**src/verilog/led_cfg_pkg.sv**
```systemverilog
`default_nettype none
package led_cfg_pkg;
	// channel counts
	localparam int NUM_CH = 12;
	localparam int NUM_LOW_CH = 8;
	// register addresses
	localparam logic [7:0] ADDR_FAULT_LOW = 8'h04;
	localparam logic [7:0] ADDR_DUTY_FIRST = 8'h05;
	localparam logic [7:0] ADDR_DUTY_LAST = 8'h10;
	localparam logic [7:0] ADDR_SA_UPPER = 8'h20;
	localparam logic [7:0] ADDR_SA_A_LOW = 8'h21;
	localparam logic [7:0] ADDR_SA_B_LOW = 8'h22;
	localparam logic [7:0] ADDR_VERSION = 8'h28;
	// bus command codes
	localparam logic [7:0] CMD_DUTY_WR = 8'h01;
	localparam logic [7:0] CMD_DUTY_RD = 8'h02;
	localparam logic [7:0] CMD_FAULT_A = 8'h09;
	localparam logic [7:0] CMD_FAULT_B = 8'h0a;
	localparam logic [7:0] CMD_SA_A = 8'h20;
	localparam logic [7:0] CMD_SA_B = 8'h21;
	localparam logic [7:0] CMD_SA_C = 8'h28;
	// field positions
	localparam int DUTY_EN_BIT = 7;
	localparam int DUTY_GAIN_W = 7;
	localparam int VER_TYPE_LSB = 3;
	localparam int SA_B_UPPER_LSB = 4;
	// reset values
	localparam logic [7:0] RST_FAULT = 8'h00;
	localparam logic [7:0] RST_DUTY = 8'h00;
	localparam logic [7:0] RST_SA = 8'h00;
	// fault debounce time
	localparam int CLK_MHZ = 200;
	localparam int FAULT_TIME_US = 10;
	localparam int FAULT_CYCLES = FAULT_TIME_US * CLK_MHZ;
	localparam int FCNT_W = $clog2(FAULT_CYCLES + 1);

	// one register access, presented by the serial protocol engine
	typedef struct packed {
		logic wr;
		logic rd;
		logic [7:0] cmd;
		logic [7:0] addr;
		logic [7:0] wdata;
	} reg_req_t;

	// read answer
	typedef struct packed {
		logic valid;
		logic [7:0] data;
	} reg_rsp_t;
endpackage : led_cfg_pkg
`default_nettype wire

```
**src/verilog/led_channel_config_regs.sv**
```systemverilog
// Overview of operation
// - read-only low fault register at 0x04, reset zero, commands 0x09/0x0a
// - fault bit n belongs to channel n; one means fault seen
// - only diagnostic logic sets fault bits; bus writes ignored
// - fault latches only inside diagnostic range after 10 us unbroken
// - reading fault register returns bits then clears them
// - twelve duty registers 0x05..0x10, channel order, reset 0x00
// - duty bit 7 enables channel; zero forces output off unless standalone
// - duty bits 6:0 hold seven-bit gain written by bus
// - each duty write applies at once; host handles cycle skew
// - duty registers read and written through commands 0x01/0x02
// - version register by command 0x28: type bits 7:3, revision 2:0
// - 0x20 holds set b upper nibble high, set a upper low
// - 0x21 holds set a for channels 7..0, reset 0x00
// - standalone: select pin high picks set b, low set a
// - standalone bit zero turns channel on, one turns off
// - standalone registers accessed through commands 0x20/0x21/0x28
// - diagnostic range set on power-good rise, cleared on fall
`timescale 1ns/1ps
`default_nettype none
module led_channel_config_regs #(
	parameter logic [4:0] PART_TYPE_CODE = 5'h15, // arbitrary value
	parameter logic [2:0] REVISION_CODE = 3'h2 // arbitrary value
) (
	input wire logic clk,
	input wire logic rst,
	input wire led_cfg_pkg::reg_req_t reg_req,
	output led_cfg_pkg::reg_rsp_t reg_rsp,
	input wire logic [led_cfg_pkg::NUM_LOW_CH-1:0] fault_detect,
	input wire logic power_good_rise,
	input wire logic power_good_fall,
	input wire logic standalone_operation,
	input wire logic set_select_pin,
	output logic diag_range,
	output logic [led_cfg_pkg::NUM_LOW_CH-1:0] channel_fault_flags,
	output logic [led_cfg_pkg::NUM_CH-1:0] channel_on,
	output logic [led_cfg_pkg::NUM_CH*led_cfg_pkg::DUTY_GAIN_W-1:0] channel_gain
);
	import led_cfg_pkg::*;

	logic diag_range_r;
	logic [NUM_LOW_CH-1:0] fault_r;
	logic [FCNT_W-1:0] fcnt_r [NUM_LOW_CH];
	logic [7:0] duty_r [NUM_CH];
	logic [7:0] sa_upper_r;
	logic [7:0] sa_a_low_r;
	logic [7:0] sa_b_low_r;
	logic [NUM_CH-1:0] set_a;
	logic [NUM_CH-1:0] set_b;
	logic [NUM_CH-1:0] on_nxt;
	logic [NUM_CH*DUTY_GAIN_W-1:0] gain_nxt;
	logic [7:0] rd_nxt;
	logic fault_rd;
	logic sa_cmd;
	logic duty_cmd;
	logic fault_cmd;

	// fault path
	logic diag_range_nxt;
	logic [NUM_LOW_CH-1:0] fault_nxt;
	logic [NUM_LOW_CH-1:0] fault_live;
	logic [NUM_LOW_CH-1:0] fault_full;
	logic [NUM_LOW_CH-1:0] fault_hit;

	// write decode
	logic duty_wr;
	logic [NUM_CH-1:0] duty_sel;
	logic sa_wr;
	logic sa_upper_wr;
	logic sa_a_low_wr;
	logic sa_b_low_wr;

	// channel and read paths
	logic [NUM_CH-1:0] sa_off;
	logic [NUM_CH-1:0] bus_on;
	logic [7:0] version_val;
	logic [7:0] fault_rd_val;
	logic [7:0] duty_rd_val;
	logic [7:0] sa_rd_val;

	// true when the address falls in the duty window
	function automatic logic is_duty(input logic [7:0] a);
		return (a >= ADDR_DUTY_FIRST) && (a <= ADDR_DUTY_LAST);
	endfunction : is_duty

	// channel index of a duty address
	function automatic logic [3:0] duty_idx(input logic [7:0] a);
		logic [7:0] d;
		d = a - ADDR_DUTY_FIRST;
		return d[3:0];
	endfunction : duty_idx

	// true once a persistence counter has run its full length
	function automatic logic count_full(input logic [FCNT_W-1:0] c);
		return c == FCNT_W'(FAULT_CYCLES);
	endfunction : count_full

	// true on the last cycle before a persistence counter fills
	function automatic logic count_last(input logic [FCNT_W-1:0] c);
		return c == FCNT_W'(FAULT_CYCLES - 1);
	endfunction : count_last

	// command groups
	assign duty_cmd = (reg_req.cmd == CMD_DUTY_WR) || (reg_req.cmd == CMD_DUTY_RD);
	assign fault_cmd = (reg_req.cmd == CMD_FAULT_A) || (reg_req.cmd == CMD_FAULT_B);
	assign sa_cmd = (reg_req.cmd == CMD_SA_A) || (reg_req.cmd == CMD_SA_B)
		|| (reg_req.cmd == CMD_SA_C);
	assign fault_rd = reg_req.rd && fault_cmd && (reg_req.addr == ADDR_FAULT_LOW);

	// write strobes per register group; writes elsewhere fall away
	assign duty_wr = reg_req.wr && duty_cmd && is_duty(reg_req.addr);
	assign sa_wr = reg_req.wr && sa_cmd;
	assign sa_upper_wr = sa_wr && (reg_req.addr == ADDR_SA_UPPER);
	assign sa_a_low_wr = sa_wr && (reg_req.addr == ADDR_SA_A_LOW);
	assign sa_b_low_wr = sa_wr && (reg_req.addr == ADDR_SA_B_LOW);

	// one-hot write select across the duty registers
	always_comb begin
		duty_sel = '0;
		if (duty_wr) begin
			duty_sel[duty_idx(reg_req.addr)] = 1'b1;
		end
	end

	// per-channel fault qualification: live fault, full run, set event
	always_comb begin
		fault_live = '0;
		fault_full = '0;
		fault_hit = '0;
		for (int i = 0; i < NUM_LOW_CH; i++) begin
			fault_live[i] = fault_detect[i] && diag_range_r;
			fault_full[i] = count_full(fcnt_r[i]);
			fault_hit[i] = fault_live[i] && count_last(fcnt_r[i]);
		end
	end

	// range flag next value; a rise wins over a fall in one cycle
	always_comb begin
		diag_range_nxt = diag_range_r;
		if (power_good_fall) begin
			diag_range_nxt = 1'b0;
		end
		if (power_good_rise) begin
			diag_range_nxt = 1'b1;
		end
	end

	// diagnostic range flag
	always_ff @(posedge clk or posedge rst) begin
		if (rst) begin
			diag_range_r <= 1'b0;
		end else begin
			diag_range_r <= diag_range_nxt;
		end
	end

	// per-channel persistence counters
	always_ff @(posedge clk or posedge rst) begin
		if (rst) begin
			for (int i = 0; i < NUM_LOW_CH; i++) begin
				fcnt_r[i] <= '0;
			end
		end else begin
			for (int i = 0; i < NUM_LOW_CH; i++) begin
				if (!fault_live[i]) begin
					fcnt_r[i] <= '0;
				end else if (!fault_full[i]) begin
					fcnt_r[i] <= fcnt_r[i] + FCNT_W'(1);
				end
			end
		end
	end

	// next fault flags: read clears, a set in the same cycle wins
	always_comb begin
		fault_nxt = fault_r;
		if (fault_rd) begin
			fault_nxt = '0;
		end
		fault_nxt = fault_nxt | fault_hit;
	end

	// fault flags, set by the diagnostic path only, cleared by a fault register read
	always_ff @(posedge clk or posedge rst) begin
		if (rst) begin
			fault_r <= RST_FAULT;
		end else begin
			fault_r <= fault_nxt;
		end
	end

	// duty registers, written as each access arrives
	always_ff @(posedge clk or posedge rst) begin
		if (rst) begin
			for (int i = 0; i < NUM_CH; i++) begin
				duty_r[i] <= RST_DUTY;
			end
		end else begin
			for (int i = 0; i < NUM_CH; i++) begin
				if (duty_sel[i]) begin
					duty_r[i] <= reg_req.wdata;
				end
			end
		end
	end

	// standalone upper nibbles of both sets
	always_ff @(posedge clk or posedge rst) begin
		if (rst) begin
			sa_upper_r <= RST_SA;
		end else if (sa_upper_wr) begin
			sa_upper_r <= reg_req.wdata;
		end
	end

	// standalone set a, channels 7..0
	always_ff @(posedge clk or posedge rst) begin
		if (rst) begin
			sa_a_low_r <= RST_SA;
		end else if (sa_a_low_wr) begin
			sa_a_low_r <= reg_req.wdata;
		end
	end

	// standalone set b, channels 7..0
	always_ff @(posedge clk or posedge rst) begin
		if (rst) begin
			sa_b_low_r <= RST_SA;
		end else if (sa_b_low_wr) begin
			sa_b_low_r <= reg_req.wdata;
		end
	end

	// assemble both standalone sets
	assign set_a = {sa_upper_r[SA_B_UPPER_LSB-1:0], sa_a_low_r};
	assign set_b = {sa_upper_r[7:SA_B_UPPER_LSB], sa_b_low_r};

	// off bits of whichever standalone set the pin picks
	assign sa_off = set_select_pin ? set_b : set_a;

	// bus mode: duty enable bit per channel
	always_comb begin
		bus_on = '0;
		for (int i = 0; i < NUM_CH; i++) begin
			bus_on[i] = duty_r[i][DUTY_EN_BIT];
		end
	end

	// channel on; in standalone a zero bit means on
	always_comb begin
		on_nxt = bus_on;
		if (standalone_operation) begin
			on_nxt = ~sa_off;
		end
	end

	// gain fields packed channel by channel
	always_comb begin
		gain_nxt = '0;
		for (int i = 0; i < NUM_CH; i++) begin
			gain_nxt[i*DUTY_GAIN_W +: DUTY_GAIN_W] = duty_r[i][DUTY_GAIN_W-1:0];
		end
	end

	// fixed version code
	assign version_val = {PART_TYPE_CODE, REVISION_CODE};

	// fault group read value
	assign fault_rd_val = (reg_req.addr == ADDR_FAULT_LOW) ? fault_r : 8'h00;

	// duty group read value
	always_comb begin
		duty_rd_val = 8'h00;
		if (is_duty(reg_req.addr)) begin
			duty_rd_val = duty_r[duty_idx(reg_req.addr)];
		end
	end

	// standalone group read value; version shares the group
	always_comb begin
		case (reg_req.addr)
			ADDR_SA_UPPER: sa_rd_val = sa_upper_r;
			ADDR_SA_A_LOW: sa_rd_val = sa_a_low_r;
			ADDR_SA_B_LOW: sa_rd_val = sa_b_low_r;
			ADDR_VERSION: sa_rd_val = version_val;
			default: sa_rd_val = 8'h00;
		endcase
	end

	// read data mux by command group; anything else reads zero
	always_comb begin
		rd_nxt = 8'h00;
		if (fault_cmd) begin
			rd_nxt = fault_rd_val;
		end else if (duty_cmd) begin
			rd_nxt = duty_rd_val;
		end else if (sa_cmd) begin
			rd_nxt = sa_rd_val;
		end
	end

	// read answer one cycle after the strobe
	always_ff @(posedge clk or posedge rst) begin
		if (rst) begin
			reg_rsp <= '0;
		end else begin
			reg_rsp.valid <= reg_req.rd;
			reg_rsp.data <= reg_req.rd ? rd_nxt : 8'h00;
		end
	end

	// registered range output
	always_ff @(posedge clk or posedge rst) begin
		if (rst) begin
			diag_range <= 1'b0;
		end else begin
			diag_range <= diag_range_r;
		end
	end

	// registered copy of the fault flags
	always_ff @(posedge clk or posedge rst) begin
		if (rst) begin
			channel_fault_flags <= '0;
		end else begin
			channel_fault_flags <= fault_r;
		end
	end

	// registered channel on bits
	always_ff @(posedge clk or posedge rst) begin
		if (rst) begin
			channel_on <= '0;
		end else begin
			channel_on <= on_nxt;
		end
	end

	// registered channel gains
	always_ff @(posedge clk or posedge rst) begin
		if (rst) begin
			channel_gain <= '0;
		end else begin
			channel_gain <= gain_nxt;
		end
	end
endmodule : led_channel_config_regs
`default_nettype wire

```
**config.mk**
```make
export PLATFORM = sky130hd
export DESIGN_NAME = led_channel_config_regs
export DESIGN_NICKNAME = d
export VERILOG_FILES = /design/src/verilog/led_cfg_pkg.sv /design/src/verilog/led_channel_config_regs.sv
export SDC_FILE = /design/constraint.sdc
export NUM_CORES = 1
export LEC_CHECK = 0
export BUFFER_PORTS_ARGS = -buffer_cell sky130_fd_sc_hd__clkbuf_2
export CAP_MARGIN = 20
export CORE_MARGIN = 2
export CORE_UTILIZATION = 58
export CTS_CLUSTER_DIAMETER = 30
export DETAILED_ROUTE_END_ITERATION = 12
export GPL_ROUTABILITY_DRIVEN = 1
export PLACE_DENSITY_LB_ADDON = 0.08
export SYNTH_ARGS = -nofsm -noshare
export SYNTH_HDL_FRONTEND = slang
export SYNTH_SLANG_ARGS = --single-unit
```
**constraint.sdc**
```tcl
create_clock -name clk -period 14.4 [get_ports clk]
set_clock_uncertainty 0.15 [all_clocks]
set_input_delay 2.16 -clock clk [delete_from_list [all_inputs] [get_ports clk]]
set_output_delay 2.16 -clock clk [all_outputs]
set_load 0.02 [all_outputs]
```
# ---- Word level (Yosys, flattened, before mapping)
# Index checks and enable logic that the tools add are counted.
dict set report totals {
  regBits 331
  output_inout_bits 114
  elab_cells 149
}
dict set report op_classes {
  n_addsub 9
  order_cmp 5
  n_eq_ne 36
  n_mux 34
  bitwise_logic 3
  n_reduce_logical 31
}
# operator count
set op_table {}
lappend op_table {{11-bit equality test (second input constant)} 16}
lappend op_table {{11-bit 2-to-1 mux} 16}
lappend op_table {{11-bit by 1-bit adder with 11-bit output (second input constant)} 8}
lappend op_table {{8-bit 2-to-1 mux} 9}
lappend op_table {{8-bit by 6-bit equality test with 1-bit output (second input constant)} 7}
lappend op_table {{12-bit 2-to-1 mux} 3}
lappend op_table {{8-bit binary-select mux with 4-bit select} 1}
lappend op_table {{8-bit one-hot mux with 4 select lines} 1}
lappend op_table {{1-bit logical AND} 26}
lappend op_table {{8-bit by 4-bit equality test with 1-bit output (second input constant)} 2}
lappend op_table {{2-bit inequality test (second input constant)} 8}
lappend op_table {{12-bit inverter} 1}
lappend op_table {{8-bit by 1-bit equality test with 1-bit output (second input constant)} 1}
lappend op_table {{8-bit by 2-bit equality test with 1-bit output (second input constant)} 1}
lappend op_table {{8-bit by 3-bit equality test with 1-bit output (second input constant)} 1}
lappend op_table {{8-bit by 3-bit greater-or-equal comparator with 1-bit output (second input constant)} 1}
lappend op_table {{8-bit by 5-bit less-or-equal comparator with 1-bit output (second input constant)} 1}
lappend op_table {{8-bit bitwise OR} 1}
lappend op_table {{5-bit greater-or-equal comparator (second input constant)} 1}
lappend op_table {{4-bit by 5-bit less-than comparator with 1-bit output (second input constant)} 1}
lappend op_table {{4-bit inverter with 5-bit output} 1}
lappend op_table {{1-bit demux with 4-bit select} 1}
lappend op_table {{4-bit by 1-bit greater-or-equal comparator with 1-bit output (second input constant)} 1}
lappend op_table {{1-bit logical OR} 4}
lappend op_table {{3 further kinds} 5}

# ---- Longest topological paths before layout
dict set report logic_depth {
  depth_word 9
  ltp_mapped 12
  ltp_nobuf 7
}

# ---- Worst setup path after synthesis
# Ideal clock, no wire load.
dict set report synth_timing {
  path_type {input port to flip-flop}
  startpoint {in reg_req[8] in the netlist's numbering}
  endpoint {reg duty_r, in the netlist bus_on[3]}
  setup_ns 0.125
  t_arrival_ns 4.839
  setup_slack_ns 9.286
  cell_stages 11
  n_path_buf 4
  path_cell_list {buf_2 -> buf_2 -> buf_2 -> inv_1 -> ha_1 -> buf_2 -> or3b_1 -> and2_1 -> nor4b_2 -> nor3b_4 -> mux2_2}
}
dict set report synth_between {
  elab_chain_cells 6
  word_cells_on_any_way 11
  classes_between {add/sub (1); order compare (4); mux (3); reduce/logical (3)}
}
# element line_no
set synth_rtl {}
lappend synth_rtl {{start, declared} led_channel_config_regs.sv:27} ;# input wire led_cfg_pkg::reg_req_t reg_req,
lappend synth_rtl {{4-bit by 3-bit subtractor with 4-bit output} led_channel_config_regs.sv:89} ;# d = a - ADDR_DUTY_FIRST;
lappend synth_rtl {{4-bit by 5-bit less-than comparator with 1-bit output (not written as such) / 4-bit by 1-bit greater-or-equal comparator with 1-bit output (equally long branches)} led_channel_config_regs.sv:121} ;# duty_sel[duty_idx(reg_req.addr)] = 1'b1;
lappend synth_rtl {{1-bit logical AND (not written as such)} led_channel_config_regs.sv:121}
lappend synth_rtl {{1-bit 2-to-1 mux (not written as such)} led_channel_config_regs.sv:121}
lappend synth_rtl {{1-bit demux with 4-bit select} led_channel_config_regs.sv:121}
lappend synth_rtl {{12-bit 2-to-1 mux *} led_channel_config_regs.sv:120} ;# if (duty_wr) begin
lappend synth_rtl {{end signal, assigned by index} led_channel_config_regs.sv:201} ;# duty_r[i] <= reg_req.wdata;
lappend synth_rtl {{end, declared} led_channel_config_regs.sv:44} ;# logic [7:0] duty_r [NUM_CH];
# Mark *: on every way between the ends. The rest lies on a longest branch, timed or not.
# A chain may end at the register's enable or synchronous reset.

# ---- Final worst setup path
dict set report layout_timing {
  startpoint {in reg_req[8] in the netlist's numbering}
  endpoint {reg duty_r[68] in the netlist's numbering}
}
# The elaborated chain is that of the path after synthesis.

==> results.sh <==
export IMPL_status="complete, no violations"
export IMPL_synth_edf_count=0
export IMPL_worstSetupPathType="in2reg"
export IMPL_gp_congestion=0.877
export IMPL_fp_dieW_um=159
export IMPL_yosys_area_top_type_share=0.596
export IMPL_grt_first_pass_wirelength_um=51300
export IMPL_seqCellArea_sq_um=8280
export IMPL_max_slew_margin=0.332
export IMPL_cp_max_fo=30
export IMPL_yosys_top_cells_area="dfrtp_1 (60%), mux2_2 (11%), mux4_2 (3.9%), nor2_1 (2.5%), xor2_1 (2.2%)"
export IMPL_netlist_instances=1053
export IMPL_async_flop_share=1.00
export IMPL_clk_pin_slew_ns=0.05
export IMPL_routed_wl_um=31900
export IMPL_cts_buffers=59
export IMPL_grt_max_degree=183
export IMPL_viasPerCell=5.67
export IMPL_num_vias=9092
export IMPL_cp_top_family="simple AND/OR/NAND/NOR gates"
export IMPL_cp_required_ns=14.71
export IMPL_drt_pass1_iter_count=5
export IMPL_yosys_area_top_type="dfrtp_1"
export IMPL_clock_sinks=331
export IMPL_antenna_found_initial=3
export IMPL_fillCellCount=1587
export IMPL_synth_most_common_cell="dfrtp_1"
export IMPL_synth_distinct_cells=52
export IMPL_timing_final_crit_share=0.351
export IMPL_final_net_count=1294
export IMPL_endpoint_kind="flop"
export IMPL_postSynthAreaPerCell_sq_um=13.2
export IMPL_num_rows=56
export IMPL_portBuffers=153
export IMPL_hp_class="reg2reg"
export IMPL_yosys_most_used_dff="dfrtp_1"
export IMPL_crit_chain="clkbuf_2, buf_4, inv_1, ha_1, or3b_1, and2_1, nor4b_4, buf_4, nor3b_4, mux2_2"
export IMPL_p_leak_nw=8.29
export IMPL_cts_max_level=2
export IMPL_synth_area_sq_um=13900
export IMPL_tns_ns=0
export IMPL_worst_setup_path_start_kind="input port"
export IMPL_ys_seq_elements=331
export IMPL_io_pin_count=154
export IMPL_drc=0
export IMPL_start_util=0.592
export IMPL_p_per_area_nw_per_um2=143
export IMPL_cp_slowest_cell="ha_1"
export IMPL_finalHoldViolCount=0
export IMPL_route_detailed_wl_per_inst_um=19.9
export IMPL_synthesis_nets=1113
export IMPL_dp_hpwl_um=20200
export IMPL_core_area_sq_um=23500
export IMPL_worst_slew_pin_slew_ns=1.00
export IMPL_ant_nets=0
export IMPL_finalMaxSlewViolations=0
export IMPL_die_area_sq_um=25200
export IMPL_cts_root_buf="clkbuf_16"
export IMPL_cap_violations=0
export IMPL_setup_viol=0
export IMPL_drive_above_1_share=0.355
export IMPL_drtIter0Drc=628
export IMPL_cpPeakStageDelay_ns=0.56
export IMPL_synthTopCellsByCount="dfrtp_1 (331), mux2_2 (136), nor2_1 (93), nand3_1 (44), nand2_1 (38)"
export IMPL_cts_buffer_depth=3
export IMPL_clk_latency_ns=0.59
export IMPL_multi_input_area_sq_um=5350
export IMPL_cts_resized=0
export IMPL_worstPathArrival_ns=5.36
export IMPL_cts_setup_buffers=0
export IMPL_area_growth_pct=23.0
export IMPL_die_h_um=159
export IMPL_crit_top_cell="buf_4"
export IMPL_ir_drop_mv=0.151
export IMPL_yosys_warnings=0
export IMPL_period_needed_ns=5.05
export IMPL_cts_tree="built"
export IMPL_fmax_mhz=198
export IMPL_grt_pass1_vias=9312
export IMPL_grt_ovfl_total=0
export IMPL_ctsHoldBuffers=0
export IMPL_grt_util_all_layers=0.258
export IMPL_rsz0062_at_grt="false"
export IMPL_hold_ws_ns=0.240
export IMPL_critPathBufInv=4
export IMPL_ys_seq_area_frac=0.596
-- cell usage in the layout (no fill, tap or decap), types with 7 or more instances in the layout --
master / n
a21oi_1: 35
and3_1: 26
bufinv_16: 7
clkbuf_16: 59
clkbuf_2: 153
clkinvlp_4: 9
dfrtp_1: 331
ha_1: 20
inv_1: 28
inv_6: 8
mux2_2: 136
mux2i_1: 18
mux4_2: 24
nand2_1: 38
nand2b_1: 11
nand3_1: 44
nand3_4: 9
nand4_1: 11
nor2_1: 93
nor3_1: 13
o21ai_0: 21
or3_1: 9
or3b_2: 13
xnor2_1: 31
xor2_1: 35
-- routing by layer --
metal | up-vias | track usage | part of all wire
met5 | - | 0 | 0
met4 | 0 | 0.0822 | 0.024
met3 | 62 | 0.0611 | 0.064
met2 | 293 | 0.399 | 0.46
met1 | 4609 | 0.366 | 0.45
li1 | 4128 | - | -
-- worst paths after layout --
kind | startpoint | endpoint | slack [ns] | cells past startpoint
worst max register to register | fcnt_r[28] | fcnt_r[23] | 12.13 | 5
worst max-delay path | reg_req[8] | duty_r[68] | 9.35 | 10
worst min register to register | duty_r[3] | channel_gain[80] | 0.24 | 0
min in group asynchronous | rst | fcnt_r[78] | 1.36 | 2
max in group asynchronous | rst | duty_r[72] | 11.55 | 3
worst min-delay path | duty_r[3] | channel_gain[80] | 0.24 | 0
-- worst register-to-register path, delay by kind of cell, from the launching register on --
kind | cells | cell delay [ns]
flip-flops | 1 | 0.42
multiplexers | 1 | 0.25
AND/OR/NAND/NOR | 4 | 1.31
-- state kept, by name (all words and copies together) (netlist names), 8 cells and up --
register             count
sa_a_low_r               8
channel_on              12
fault_r                  8
bus_on                  12
channel_fault_flags      8
sa_upper_r               8
fcnt_r                  88
reg_rsp                  9
duty_r                  84
channel_gain            84
sa_b_low_r               8
-- report_power, final --
| group | internal (W) | switching, W |
|---|---|---|
| registers | 0.000938 | 0.00000573 |
| clock network | 0.000911 | 0.000499 |
| logic | 0.0000255 | 0.0000662 |
-- kinds of logic (layout without fill, tap and decap cells) --
logic type               Yosys count  count (layout)  share of synthesized area
other                              0               3                          0
adder cells (fa/ha/maj)           20              20                     0.0180
multiplexers                     178             178                      0.162
AO/OA/AOI/OAI                     88              88                     0.0396
XOR/XNOR                          66              66                     0.0416
buffers and inverters             68             297                     0.0196
AND/OR/NAND/NOR                  302             302                      0.123
flip-flops                       331             331                      0.596
-- per-stage QoR --
step	power, W	cells	utilization	setup WS, ns	instance area (sq um)
2_1_floorplan	0.00102	1053	-	2.92	13900
3_3_place_gp	0.00105	1490	0.637	8.88	15000
3_5_place_dp	0.00105	1490	0.637	8.78	15000
4_1_cts	0.00247	1599	0.726	9.37	17000
5_1_grt	0.00253	1603	0.728	9.12	17100
6_report	0.00245	1604	0.728	9.35	17100
-- final cells by class --
class,instances,area share
flip-flops and latches,331,0.485
multi-input cells,654,0.313
clock buffers,67,0.0899
repair buffers,159,0.0493
clock inverters,42,0.0325
well taps,319,0.0234
inverters,29,0.00681
diodes,3,0.000439
Note: power is estimated with default switching activity, not from simulation.
